==> src/ursf_pkg.sv <==
// What this block does
// [RULE1] Address detect works only when its enable is set and 9-bit mode is on.
// [RULE2] In address detect mode only characters whose ninth bit is one are accepted.
// [RULE3] Receiver idle flag reads one while idle, zero while a character arrives.
// [RULE4] Parity error flag belongs to the character at the receive FIFO head.
// [RULE5] Framing error flag belongs to the character at the receive FIFO head.
// [RULE6] Overrun flag sets when the receive buffer overflows, otherwise stays zero.
// [RULE7] Clearing a set overrun flag empties the receive buffer and shift register.
// [RULE8] Software may read and clear the overrun flag but never set it.
// [RULE9] Data available reads one while unread characters remain, zero when empty.
// [RULE10] After a read, error flags follow the new head character, or clear.
// [RULE11] While overrun is set, new characters are dropped and the buffer kept.
package ursf_pkg;

    // ==========================================================
    // Clock and default bit rate
    localparam int CLK_HZ = 20_000_000;
    localparam int BAUD_DEFAULT = 115_200;
    localparam logic [15:0] DIV_RST = 16'(CLK_HZ / BAUD_DEFAULT);

    // ==========================================================
    // Register byte offsets
    localparam int ADDR_W = 8;
    localparam logic [7:0] OFF_STATUS = 8'h00;
    localparam logic [7:0] OFF_RXDATA = 8'h04;
    localparam logic [7:0] OFF_IRQ_STAT = 8'h08;
    localparam logic [7:0] OFF_IRQ_CLR = 8'h0C;
    localparam logic [7:0] OFF_IRQ_EN = 8'h10;
    localparam logic [7:0] OFF_DIV = 8'h14;

    // ==========================================================
    // Field positions of uart_status_control
    localparam int B_RXDA = 0;
    localparam int B_OVERRUN_ERROR_FLAG = 1;
    localparam int B_FRAMING_ERROR_FLAG = 2;
    localparam int B_PARITY_ERROR_FLAG = 3;
    localparam int B_RECEIVER_IDLE_FLAG = 4;
    localparam int B_ADDRESS_DETECT_ENABLE = 5;
    localparam int B_NINE = 8;
    localparam int B_PAREN = 9;

    // ==========================================================
    // Interrupt bits and bus answers
    localparam int IRQ_W = 3;
    localparam int IRQ_RX = 0;
    localparam int IRQ_OVF = 1;
    localparam int IRQ_ERR = 2;
    localparam logic [1:0] RESP_OKAY = 2'h0;
    localparam logic [1:0] RESP_SLVERR = 2'h2;

    // ==========================================================
    // Character layout
    localparam int CHAR_W = 9;
    localparam int ADDR_BIT = 8;
    localparam logic [3:0] LAST_BIT_8 = 4'h7;
    localparam logic [3:0] LAST_BIT_9 = 4'h8;

    // ==========================================================
    // Receiver states
    typedef enum logic [2:0] {
        RX_IDLE = 3'b000,
        RX_START = 3'b001,
        RX_DATA = 3'b010,
        RX_PAR = 3'b011,
        RX_STOP = 3'b100
    } ursf_rx_st_t;

endpackage

==> src/ursf_rx_shift.sv <==
`timescale 1ns/1ps
module ursf_rx_shift import ursf_pkg::*; (
    // Clock, reset, enable
    input wire logic i_mclk,
    input wire logic i_rst_n,
    input wire logic i_ce,
    // Line and setup
    input wire logic i_rxd,
    input wire logic [15:0] i_div,
    input wire logic i_nine,
    input wire logic i_par_en,
    input wire logic i_flush,
    // Received character
    output logic o_done,
    output logic [CHAR_W-1:0] o_data,
    output logic o_parity_error_flag,
    output logic o_framing_error_flag,
    output logic o_idle
);

    // ==========================================================
    // Line synchroniser
    logic s1_ff, s2_ff, s3_ff, lvl_ff;
    logic nxt_lvl;

    // Level changes only once the two later stages agree
    always_comb begin
        nxt_lvl = (s2_ff == s3_ff) ? s3_ff : lvl_ff;
    end

    always_ff @(posedge i_mclk) begin
        if (!i_rst_n) begin
            s1_ff <= 1'b1;
            s2_ff <= 1'b1;
            s3_ff <= 1'b1;
            lvl_ff <= 1'b1;
        end else if (i_ce) begin
            s1_ff <= i_rxd;
            s2_ff <= s1_ff;
            s3_ff <= s2_ff;
            lvl_ff <= nxt_lvl;
        end
    end

    // ==========================================================
    // Character framing
    ursf_rx_st_t st_ff, nxt_st;
    logic [15:0] cnt_ff, nxt_cnt;
    logic [3:0] bit_ff, nxt_bit;
    logic [CHAR_W-1:0] sh_ff, nxt_sh, data_ff, nxt_data;
    logic par_ff, nxt_par, done_ff, nxt_done, parity_error_flag_ff, nxt_parity_error_flag, framing_error_flag_ff, nxt_framing_error_flag;
    logic bit_end;

    // Sample at mid-bit: half a bit after the start edge, then whole bits
    always_comb begin
        nxt_st = st_ff;
        nxt_cnt = cnt_ff + 16'h0001;
        nxt_bit = bit_ff;
        nxt_sh = sh_ff;
        nxt_data = data_ff;
        nxt_par = par_ff;
        nxt_done = 1'b0;
        nxt_parity_error_flag = parity_error_flag_ff;
        nxt_framing_error_flag = framing_error_flag_ff;
        bit_end = (cnt_ff >= i_div - 16'h0001);
        unique case (st_ff)
            RX_IDLE: begin
                nxt_cnt = 16'h0000;
                if (!lvl_ff) begin
                    nxt_st = RX_START;
                end
            end
            RX_START: begin
                if (cnt_ff >= (i_div >> 1)) begin
                    nxt_cnt = 16'h0000;
                    nxt_bit = 4'h0;
                    // A glitch shorter than half a bit is not a start
                    nxt_st = lvl_ff ? RX_IDLE : RX_DATA;
                end
            end
            RX_DATA: begin
                if (bit_end) begin
                    nxt_cnt = 16'h0000;
                    nxt_sh = {lvl_ff, sh_ff[CHAR_W-1:1]};
                    nxt_bit = bit_ff + 4'h1;
                    if (bit_ff == (i_nine ? LAST_BIT_9 : LAST_BIT_8)) begin
                        nxt_st = i_par_en ? RX_PAR : RX_STOP;
                    end
                end
            end
            RX_PAR: begin
                if (bit_end) begin
                    nxt_cnt = 16'h0000;
                    nxt_par = lvl_ff;
                    nxt_st = RX_STOP;
                end
            end
            RX_STOP: begin
                if (bit_end) begin
                    nxt_cnt = 16'h0000;
                    nxt_done = 1'b1;
                    nxt_data = i_nine ? sh_ff : {1'b0, sh_ff[CHAR_W-1:1]};
                    // Even parity over data and parity bit
                    nxt_parity_error_flag = i_par_en & ((^nxt_data) ^ par_ff);
                    nxt_framing_error_flag = ~lvl_ff;
                    nxt_st = RX_IDLE;
                end
            end
            default: begin
                nxt_st = RX_IDLE;
            end
        endcase
        // Overrun clear empties the shift register too
        if (i_flush) begin // RULE7
            nxt_st = RX_IDLE;
            nxt_cnt = 16'h0000;
            nxt_sh = '0;
            nxt_done = 1'b0;
        end
    end

    always_ff @(posedge i_mclk) begin
        if (!i_rst_n) begin
            st_ff <= RX_IDLE;
            cnt_ff <= 16'h0000;
            bit_ff <= 4'h0;
            sh_ff <= '0;
            data_ff <= '0;
            par_ff <= 1'b0;
            done_ff <= 1'b0;
            parity_error_flag_ff <= 1'b0;
            framing_error_flag_ff <= 1'b0;
        end else if (i_ce) begin
            st_ff <= nxt_st;
            cnt_ff <= nxt_cnt;
            bit_ff <= nxt_bit;
            sh_ff <= nxt_sh;
            data_ff <= nxt_data;
            par_ff <= nxt_par;
            done_ff <= nxt_done;
            parity_error_flag_ff <= nxt_parity_error_flag;
            framing_error_flag_ff <= nxt_framing_error_flag;
        end
    end

    assign o_done = done_ff;
    assign o_data = data_ff;
    assign o_parity_error_flag = parity_error_flag_ff;
    assign o_framing_error_flag = framing_error_flag_ff;
    assign o_idle = (st_ff == RX_IDLE); // RULE3
endmodule // ursf_rx_shift

==> src/ursf_uart_rx_status.sv <==
`timescale 1ns/1ps
module ursf_uart_rx_status import ursf_pkg::*; #(
    parameter int FIFO_DEPTH = 4,
    parameter logic [15:0] DIV_RESET = DIV_RST
) (
    // Clock, reset, enable
    input wire logic i_mclk,
    input wire logic i_rst_n,
    input wire logic i_ce,
    // AXI4-Lite write address and data
    input wire logic [ADDR_W-1:0] i_s_axi_awaddr,
    input wire logic [2:0] i_s_axi_awprot,
    input wire logic i_s_axi_awvalid,
    output logic o_s_axi_awready,
    input wire logic [31:0] i_s_axi_wdata,
    input wire logic [3:0] i_s_axi_wstrb,
    input wire logic i_s_axi_wvalid,
    output logic o_s_axi_wready,
    // AXI4-Lite write response
    output logic [1:0] o_s_axi_bresp,
    output logic o_s_axi_bvalid,
    input wire logic i_s_axi_bready,
    // AXI4-Lite read
    input wire logic [ADDR_W-1:0] i_s_axi_araddr,
    input wire logic [2:0] i_s_axi_arprot,
    input wire logic i_s_axi_arvalid,
    output logic o_s_axi_arready,
    output logic [31:0] o_s_axi_rdata,
    output logic [1:0] o_s_axi_rresp,
    output logic o_s_axi_rvalid,
    input wire logic i_s_axi_rready,
    // Serial line and interrupt
    input wire logic i_rxd,
    output logic o_irq
);

    localparam int PTR_W = (FIFO_DEPTH > 1) ? $clog2(FIFO_DEPTH) : 1;
    localparam int CNT_W = $clog2(FIFO_DEPTH + 1);
    localparam int ENT_W = CHAR_W + 2;
    localparam logic [CNT_W-1:0] CNT_FULL = CNT_W'(FIFO_DEPTH);
    localparam logic [PTR_W-1:0] PTR_LAST = PTR_W'(FIFO_DEPTH - 1);

    // ==========================================================
    // Helpers
    function automatic logic hit(input logic [ADDR_W-1:0] a, input logic [7:0] off);
        return a[ADDR_W-1:2] == off[ADDR_W-1:2];
    endfunction

    function automatic logic [PTR_W-1:0] ptr_inc(input logic [PTR_W-1:0] p);
        return (p == PTR_LAST) ? '0 : p + 1'b1;
    endfunction

    // ==========================================================
    // Receiver
    logic rx_done, rx_parity_error_flag, rx_framing_error_flag, rx_idle, flush;
    logic [CHAR_W-1:0] rx_data;
    logic nine_ff, par_en_ff, addr_en_ff;
    logic [15:0] div_ff;

    ursf_rx_shift u_rx (
        .i_mclk(i_mclk),
        .i_rst_n(i_rst_n),
        .i_ce(i_ce),
        .i_rxd(i_rxd),
        .i_div(div_ff),
        .i_nine(nine_ff),
        .i_par_en(par_en_ff),
        .i_flush(flush),
        .o_done(rx_done),
        .o_data(rx_data),
        .o_parity_error_flag(rx_parity_error_flag),
        .o_framing_error_flag(rx_framing_error_flag),
        .o_idle(rx_idle)
    );

    // ==========================================================
    // Receive FIFO and overrun
    logic [ENT_W-1:0] mem [FIFO_DEPTH];
    logic [PTR_W-1:0] wr_ptr_ff, rd_ptr_ff, nxt_wr_ptr, nxt_rd_ptr;
    logic [CNT_W-1:0] cnt_ff, nxt_cnt;
    logic overrun_error_flag_ff, nxt_overrun_error_flag;
    logic addr_mode, rx_ok, full, push, pop, ovf, clr_req;
    logic [ENT_W-1:0] head;
    logic head_parity_error_flag, head_framing_error_flag, avail;
    logic ar_hs;

    // Address mode exists only with 9-bit characters
    assign addr_mode = addr_en_ff & nine_ff; // RULE1
    assign rx_ok = rx_done & ~(addr_mode & ~rx_data[ADDR_BIT]); // RULE2
    assign full = (cnt_ff == CNT_FULL);
    assign avail = (cnt_ff != '0); // RULE9
    assign pop = ar_hs & hit(i_s_axi_araddr, OFF_RXDATA) & avail;
    // Dropped while overrun stands, buffered data untouched
    assign push = rx_ok & ~overrun_error_flag_ff & (~full | pop); // RULE11
    assign ovf = rx_ok & ~overrun_error_flag_ff & full & ~pop; // RULE6
    // Overrun is only set here, so a clear never races a set
    assign flush = clr_req & ~ovf; // RULE7
    assign head = mem[rd_ptr_ff];
    // Empty FIFO shows no errors; head moves on each data register read while not empty
    assign head_parity_error_flag = avail & head[CHAR_W + 1]; // RULE4 RULE10
    assign head_framing_error_flag = avail & head[CHAR_W]; // RULE5 RULE10

    always_comb begin
        nxt_wr_ptr = push ? ptr_inc(wr_ptr_ff) : wr_ptr_ff;
        nxt_rd_ptr = pop ? ptr_inc(rd_ptr_ff) : rd_ptr_ff;
        nxt_cnt = cnt_ff + CNT_W'(push) - CNT_W'(pop);
        // Hardware sets, software can only clear
        nxt_overrun_error_flag = ovf | (overrun_error_flag_ff & ~clr_req); // RULE6 RULE8
        if (flush) begin
            nxt_wr_ptr = '0;
            nxt_rd_ptr = '0;
            nxt_cnt = '0;
        end
    end

    always_ff @(posedge i_mclk) begin
        if (!i_rst_n) begin
            wr_ptr_ff <= '0;
            rd_ptr_ff <= '0;
            cnt_ff <= '0;
            overrun_error_flag_ff <= 1'b0;
        end else if (i_ce) begin
            wr_ptr_ff <= nxt_wr_ptr;
            rd_ptr_ff <= nxt_rd_ptr;
            cnt_ff <= nxt_cnt;
            overrun_error_flag_ff <= nxt_overrun_error_flag;
        end
    end

    // Storage needs no reset; count gates every read of it
    always_ff @(posedge i_mclk) begin
        if (i_ce && push) begin
            mem[wr_ptr_ff] <= {rx_parity_error_flag, rx_framing_error_flag, rx_data};
        end
    end

    // ==========================================================
    // Bus slave and registers
    logic aw_got_ff, w_got_ff, bvalid_ff, rvalid_ff;
    logic nxt_aw_got, nxt_w_got, nxt_bvalid, nxt_rvalid;
    logic [ADDR_W-1:0] awaddr_ff, nxt_awaddr;
    logic [31:0] wdata_ff, nxt_wdata, rdata_ff, nxt_rdata;
    logic [3:0] wstrb_ff, nxt_wstrb;
    logic [1:0] bresp_ff, nxt_bresp, rresp_ff, nxt_rresp;
    logic nxt_nine, nxt_par_en, nxt_addr_en;
    logic [15:0] nxt_div;
    logic [IRQ_W-1:0] irq_en_ff, nxt_irq_en, irq_stat_ff, nxt_irq_stat, irq_clr, irq_ev;
    logic aw_hs, w_hs, wr_go;
    logic [ADDR_W-1:0] wa;
    logic [31:0] wd, status;
    logic [3:0] ws;

    assign o_s_axi_awready = ~aw_got_ff & ~bvalid_ff;
    assign o_s_axi_wready = ~w_got_ff & ~bvalid_ff;
    assign o_s_axi_arready = ~rvalid_ff;
    assign aw_hs = i_s_axi_awvalid & o_s_axi_awready;
    assign w_hs = i_s_axi_wvalid & o_s_axi_wready;
    assign ar_hs = i_s_axi_arvalid & o_s_axi_arready;
    // Address and data may come in either order
    assign wr_go = (aw_got_ff | aw_hs) & (w_got_ff | w_hs);
    assign wa = aw_got_ff ? awaddr_ff : i_s_axi_awaddr;
    assign wd = w_got_ff ? wdata_ff : i_s_axi_wdata;
    assign ws = w_got_ff ? wstrb_ff : i_s_axi_wstrb;
    // Writing zero to a set overrun bit is the only clear
    assign clr_req = wr_go & hit(wa, OFF_STATUS) & ws[0] & ~wd[B_OVERRUN_ERROR_FLAG] & overrun_error_flag_ff; // RULE7 RULE8
    assign irq_ev = {push & (rx_parity_error_flag | rx_framing_error_flag), ovf, push};

    always_comb begin
        status = '0;
        status[B_RXDA] = avail; // RULE9
        status[B_OVERRUN_ERROR_FLAG] = overrun_error_flag_ff; // RULE6
        status[B_FRAMING_ERROR_FLAG] = head_framing_error_flag; // RULE5
        status[B_PARITY_ERROR_FLAG] = head_parity_error_flag; // RULE4
        status[B_RECEIVER_IDLE_FLAG] = rx_idle; // RULE3
        status[B_ADDRESS_DETECT_ENABLE] = addr_en_ff;
        status[B_NINE] = nine_ff;
        status[B_PAREN] = par_en_ff;
    end

    always_comb begin
        nxt_aw_got = wr_go ? 1'b0 : (aw_got_ff | aw_hs);
        nxt_w_got = wr_go ? 1'b0 : (w_got_ff | w_hs);
        nxt_awaddr = aw_hs ? i_s_axi_awaddr : awaddr_ff;
        nxt_wdata = w_hs ? i_s_axi_wdata : wdata_ff;
        nxt_wstrb = w_hs ? i_s_axi_wstrb : wstrb_ff;
        nxt_bvalid = bvalid_ff & ~i_s_axi_bready;
        nxt_bresp = bresp_ff;
        nxt_rvalid = rvalid_ff & ~i_s_axi_rready;
        nxt_rdata = rdata_ff;
        nxt_rresp = rresp_ff;
        nxt_nine = nine_ff;
        nxt_par_en = par_en_ff;
        nxt_addr_en = addr_en_ff;
        nxt_div = div_ff;
        nxt_irq_en = irq_en_ff;
        irq_clr = '0;
        // Register writes, per byte lane
        if (wr_go) begin
            nxt_bvalid = 1'b1;
            nxt_bresp = RESP_OKAY;
            if (hit(wa, OFF_STATUS)) begin
                if (ws[0]) nxt_addr_en = wd[B_ADDRESS_DETECT_ENABLE];
                if (ws[1]) nxt_nine = wd[B_NINE];
                if (ws[1]) nxt_par_en = wd[B_PAREN];
            end else if (hit(wa, OFF_DIV)) begin
                if (ws[0]) nxt_div[7:0] = wd[7:0];
                if (ws[1]) nxt_div[15:8] = wd[15:8];
            end else if (hit(wa, OFF_IRQ_EN)) begin
                if (ws[0]) nxt_irq_en = wd[IRQ_W-1:0];
            end else if (hit(wa, OFF_IRQ_CLR)) begin
                if (ws[0]) irq_clr = wd[IRQ_W-1:0];
            end else if (!hit(wa, OFF_RXDATA) && !hit(wa, OFF_IRQ_STAT)) begin
                nxt_bresp = RESP_SLVERR;
            end
        end
        // Register reads; the data register pops the head
        if (ar_hs) begin
            nxt_rvalid = 1'b1;
            nxt_rresp = RESP_OKAY;
            nxt_rdata = '0;
            if (hit(i_s_axi_araddr, OFF_STATUS)) begin
                nxt_rdata = status;
            end else if (hit(i_s_axi_araddr, OFF_RXDATA)) begin
                nxt_rdata[CHAR_W-1:0] = avail ? head[CHAR_W-1:0] : '0;
            end else if (hit(i_s_axi_araddr, OFF_IRQ_STAT)) begin
                nxt_rdata[IRQ_W-1:0] = irq_stat_ff;
            end else if (hit(i_s_axi_araddr, OFF_IRQ_EN)) begin
                nxt_rdata[IRQ_W-1:0] = irq_en_ff;
            end else if (hit(i_s_axi_araddr, OFF_DIV)) begin
                nxt_rdata[15:0] = div_ff;
            end else if (!hit(i_s_axi_araddr, OFF_IRQ_CLR)) begin
                nxt_rresp = RESP_SLVERR;
            end
        end
        // New events win over a clear in the same cycle
        nxt_irq_stat = (irq_stat_ff & ~irq_clr) | irq_ev;
    end

    always_ff @(posedge i_mclk) begin
        if (!i_rst_n) begin
            aw_got_ff <= 1'b0;
            w_got_ff <= 1'b0;
            awaddr_ff <= '0;
            wdata_ff <= 32'h0000_0000;
            wstrb_ff <= 4'h0;
            bvalid_ff <= 1'b0;
            bresp_ff <= RESP_OKAY;
            rvalid_ff <= 1'b0;
            rdata_ff <= 32'h0000_0000;
            rresp_ff <= RESP_OKAY;
            nine_ff <= 1'b0;
            par_en_ff <= 1'b0;
            addr_en_ff <= 1'b0;
            div_ff <= DIV_RESET;
            irq_en_ff <= '0;
            irq_stat_ff <= '0;
        end else if (i_ce) begin
            aw_got_ff <= nxt_aw_got;
            w_got_ff <= nxt_w_got;
            awaddr_ff <= nxt_awaddr;
            wdata_ff <= nxt_wdata;
            wstrb_ff <= nxt_wstrb;
            bvalid_ff <= nxt_bvalid;
            bresp_ff <= nxt_bresp;
            rvalid_ff <= nxt_rvalid;
            rdata_ff <= nxt_rdata;
            rresp_ff <= nxt_rresp;
            nine_ff <= nxt_nine;
            par_en_ff <= nxt_par_en;
            addr_en_ff <= nxt_addr_en;
            div_ff <= nxt_div;
            irq_en_ff <= nxt_irq_en;
            irq_stat_ff <= nxt_irq_stat;
        end
    end

    assign o_s_axi_bvalid = bvalid_ff;
    assign o_s_axi_bresp = bresp_ff;
    assign o_s_axi_rvalid = rvalid_ff;
    assign o_s_axi_rdata = rdata_ff;
    assign o_s_axi_rresp = rresp_ff;
    assign o_irq = |(irq_stat_ff & irq_en_ff);
endmodule // ursf_uart_rx_status

==> config.mk <==
export PLATFORM = sky130hd
export DESIGN_NAME = ursf_uart_rx_status
export DESIGN_NICKNAME = d
export VERILOG_FILES = /design/src/ursf_pkg.sv /design/src/ursf_rx_shift.sv /design/src/ursf_uart_rx_status.sv
export SDC_FILE = /design/constraint.sdc
export NUM_CORES = 1
export LEC_CHECK = 0
export ABC_AREA = 1
export BUFFER_PORTS_ARGS = -buffer_cell sky130_fd_sc_hd__buf_2
export CORE_ASPECT_RATIO = 0.9
export CORE_MARGIN = 2
export CORE_UTILIZATION = 55
export DETAILED_ROUTE_END_ITERATION = 10
export GPL_ROUTABILITY_DRIVEN = 0
export HOLD_SLACK_MARGIN = 0.15
export PLACE_DENSITY_LB_ADDON = 0.05
export SYNTH_ARGS = -nofsm -noshare
export SYNTH_HDL_FRONTEND = slang
export SYNTH_SLANG_ARGS = --single-unit
export TNS_END_PERCENT = 10
==> constraint.sdc <==
create_clock -name i_mclk -period 7.75 [get_ports i_mclk]
set_clock_uncertainty 0.1 [all_clocks]
set_input_delay 0 -clock i_mclk [delete_from_list [all_inputs] [get_ports i_mclk]]
set_output_delay 0 -clock i_mclk [all_outputs]
set_load 0.05 [all_outputs]
==> results_dict.tcl <==
set metrics [dict create \
    status "finished with violations" \
    violations "DRC" \
    period_minus_slack_ns 4.20 \
    cts_tree "yes" \
    yosysWarnings 0 \
    port-buffer-count 62 \
    drtIter0Drc 755 \
    area_growth_pct 20.2 \
    setup_viol 0 \
    async_flop_share 0 \
    finalCritPeriodShare 0.542 \
    grt_max_degree 70 \
    synth_edf_count 44 \
    hp-start "i_s_axi_araddr[4]" \
    intPower_uw 1560 \
    fin_ws_ns 3.55 \
    tightest_slew_ns 1.12 \
    cts_resized 0 \
    fillCellCount 1311 \
    yosys.area.top_type "dfxtp_1" \
    cts_inserted_buffers 17 \
    htreeDepth 4 \
    r2r_start "div_ff[0]$_SDFFE_PN1P_" \
    synth_area_leaders "dfxtp_1 (28%), edfxtp_1 (14%), nand2_1 (9.8%)" \
    postRouteAntennaNets 0 \
    vias_per_cell 5.43 \
    place_inst 1440 \
    antenna_cells 0 \
    multiInputGateArea_um2 4420 \
    synthCells 1210 \
    path_clk_slew_ns 0.07 \
    grt_pass1_wl_mm 39.9 \
    critPathLaunchType "flip-flop" \
    slew_viol_final 0 \
    vias 8490 \
    core_area_um2 16200 \
    gr-total-overflow 0 \
    irDropWorstVdd_mv 0.188 \
    synth_cell_types 45 \
    regArea_um2 3920 \
    num-nets-final 1452 \
    clock_latency_ns 0.44 \
    hold_class "primary input to flip-flop" \
    syn_area_um2 9180 \
    grt_antenna_before_repair 0 \
    power.share.switching 0.280 \
    grt_pass1_vias 8007 \
    holdPathEnd "o_s_axi_rdata[14]$_SDFFE_PN0P_" \
    synth-main-ff-cell "dfxtp_1" \
    sequentialPowerShare 0.445 \
    leakagePower_uw 0.00469 \
    cts.sinks 174 \
    num_io_pins 109 \
    relSlewSlack 0.250 \
    initial_core_util 0.565 \
    drc 4 \
    die_area_um2 17700 \
    powerDensity_nw_per_um2 197 \
    clock-root-buffer "clkbuf_16" \
    clock.fmax_mhz 238 \
    dp_slack_ns 3.62 \
    critPathMaxFanout 8 \
    hold-path-cell-count 5 \
    row_count 44 \
    die_y_um 127 \
    switchingPower_uw 607 \
    ys_seq_area_frac 0.428 \
    rrSetupSlack_ns 3.55 \
    worst_r2r_endpoint "u_rx.cnt_ff[1]$_SDFFE_PN0P_" \
    required_ns 8.02 \
    path_class "flip-flop to flip-flop" \
    report.final.hold_viol_count 0 \
    dp_hpwl_mm 16.0 \
    drive_gt1_frac 0.102 \
    cp-end-kind "flip-flop" \
    clockPowerShare 0.408 \
    syn_avg_cell_area_um2 7.58 \
    dr.pass1.iters 10 \
    rr_worst_depth 19 \
    power_frac_comb 0.147 \
    finalNonFillerCells 1563 \
    cap_violations 0 \
    ys_seq_elements 174 \
    die_w_um 140 \
    cts_buffer_depth 2 \
    track_usage 0.285 \
    arrival_ns 4.47 \
    totalWireLength_mm 24.5 \
    setup-tns-final_ns 0 \
    wl_per_cell_um 15.7 \
    rsz0062_at_grt "false" \
    yosys.area.top_type_share 0.284 \
]
[per-stage QoR]
| step | instance area, um2 | power, uW | utilization | hold WS [ns] |
|---|---|---|---|---|
| after CTS | 11000 | 2160 | 0.679 | 0.167 |
| after global placement | 9520 | 1250 | 0.586 | 0.120 |
| after detailed placement | 9520 | 1250 | 0.586 | 0.127 |
| final | 11000 | 2170 | 0.679 | 0.179 |
| after global routing | 11000 | 2240 | 0.679 | 0.225 |
| after floorplan | 9240 | 1190 | - | 0.0263 |
[power groups by stage]
stage / Combinational [uW] / Sequential, uW / Clock, uW
detailed placement: 266 / 986 / 0
global placement: 264 / 986 / 0
floorplan: 197 / 992 / 0
global route: 351 / 969 / 924
finish: 319 / 967 / 885
CTS: 310 / 966 / 888
[cells by family (layout without fill, tap and decap cells)]
kind of cell / after synthesis / count (layout) / share of synthesized area
and+or+nand+nor: 466 / 466 / 0.225
AOI/OAI and AO/OA: 283 / 283 / 0.161
buffers and inverters: 212 / 341 / 0.0972
DFF: 174 / 174 / 0.428
adders and majority gates: 42 / 42 / 0.0581
xor gates and xnor gates: 32 / 32 / 0.0305
other: 1 / 18 / 0.000409
[per-layer routing]
| metal | vias to the layer above | track usage | wire length, um | share of wire |
|---|---|---|---|---|
| met4 | 0 | 0.0867 | 424 | 0.017 |
| met1 | 3940 | 0.390 | 11300 | 0.46 |
| met2 | 270 | 0.467 | 11300 | 0.46 |
| met3 | 39 | 0.0491 | 1490 | 0.061 |
| li1 | 4241 | - | - | - |
| met5 | - | 0 | 0 | 0 |
[worst max-delay path: stages, from the launching register on]
cell and delay, ns:
dfxtp_1 0.31, inv_1 0.15, ha_1 0.22, nand3_1 0.14, nor3_1 0.27, and3_1 0.28, nand3_1 0.13, nor3_1 0.22
xor2_1 0.19, inv_1 0.07, ha_1 0.30, nand2_1 0.06, o21ai_0 0.10, nor2_1 0.42, nand3_1 0.23, nand3_1 0.41
nand2_1 0.15, inv_2 0.17, nand2_1 0.07, a21oi_1 0.12
[worst max path at each step]
stage | from | to | depth (start not counted)
floorplan | div_ff[0]$_SDFFE_PN1P_ | u_rx.sh_ff[0]$_SDFFE_PN0P_ | 19
global placement | div_ff[0]$_SDFFE_PN1P_ | u_rx.cnt_ff[15]$_SDFFE_PN0P_ | 19
detailed placement | div_ff[0]$_SDFFE_PN1P_ | u_rx.cnt_ff[14]$_SDFFE_PN0P_ | 19
CTS | div_ff[0]$_SDFFE_PN1P_ | u_rx.cnt_ff[1]$_SDFFE_PN0P_ | 19
global route | div_ff[0]$_SDFFE_PN1P_ | u_rx.cnt_ff[14]$_SDFFE_PN0P_ | 19
finish | div_ff[0]$_SDFFE_PN1P_ | u_rx.cnt_ff[1]$_SDFFE_PN0P_ | 19
[sequential cells by signal, summed over array words and instances (netlist names), 2 cells and up, named ones only]
name           count
awaddr_ff          6
u_rx.sh_ff         9
div_ff            16
wdata_ff          16
rd_ptr_ff          2
irq_en_ff          3
irq_stat_ff        3
wstrb_ff           2
u_rx.cnt_ff       16
u_rx.st_ff         3
mem               44
cnt_ff             3
u_rx.o_data        9
o_s_axi_rdata     16
wr_ptr_ff          2
u_rx.bit_ff        4
[cells in the mapped netlist, types with 5 or more instances]
library cell,number
dfxtp_1,130
a21oi_1,130
clkbuf_1,34
nor3_1,15
ha_1,41
or2_2,9
edfxtp_1,44
buf_2,5
clkinv_1,5
o21ai_1,6
inv_2,7
inv_1,138
xnor2_1,9
nand3_1,62
nand2_1,240
xor2_1,23
o21ai_0,119
nand2_2,8
o22ai_1,13
nor2_4,5
nand4_1,24
buf_4,20
nor2_1,89
[cells in the final DEF (no fill, tap or decap), types with 3 or more instances in the layout]
master,netlist,layout
o211ai_1,3,3
inv_2,7,8
nor3_1,15,15
nor2_4,5,5
nand2_1,240,240
or2_2,9,9
dlygate4sd3_1,0,91
buf_2,5,62
xor2_1,23,23
nand3_1,62,62
a21oi_1,130,130
nor2_1,89,89
nor2_2,3,3
xnor2_1,9,9
inv_1,138,138
nand2_2,8,8
o21ai_0,119,119
clkinv_1,5,6
nand4_1,24,24
clkbuf_16,0,17
conb_1,1,18
dfxtp_1,130,130
ha_1,41,41
bufinv_16,0,3
buf_4,20,6
edfxtp_1,44,44
o22ai_1,13,13
o21ai_1,6,6
clkinvlp_2,0,3
[cell type report]
cell class,instances,share of cell area
multi-input cells,841,0.401
repair buffers,159,0.115
inverters,150,0.0510
flip-flops and latches,174,0.356
well taps,207,0.0235
clock inverters,14,0.0151
clock buffers,18,0.0389
[repair_timing]
item                                   CTS  global route
hold buffers                            91             0
buffers inserted                         0             0
endpoints found under the hold margin   95             0
Power figures use the tool's default switching activity.
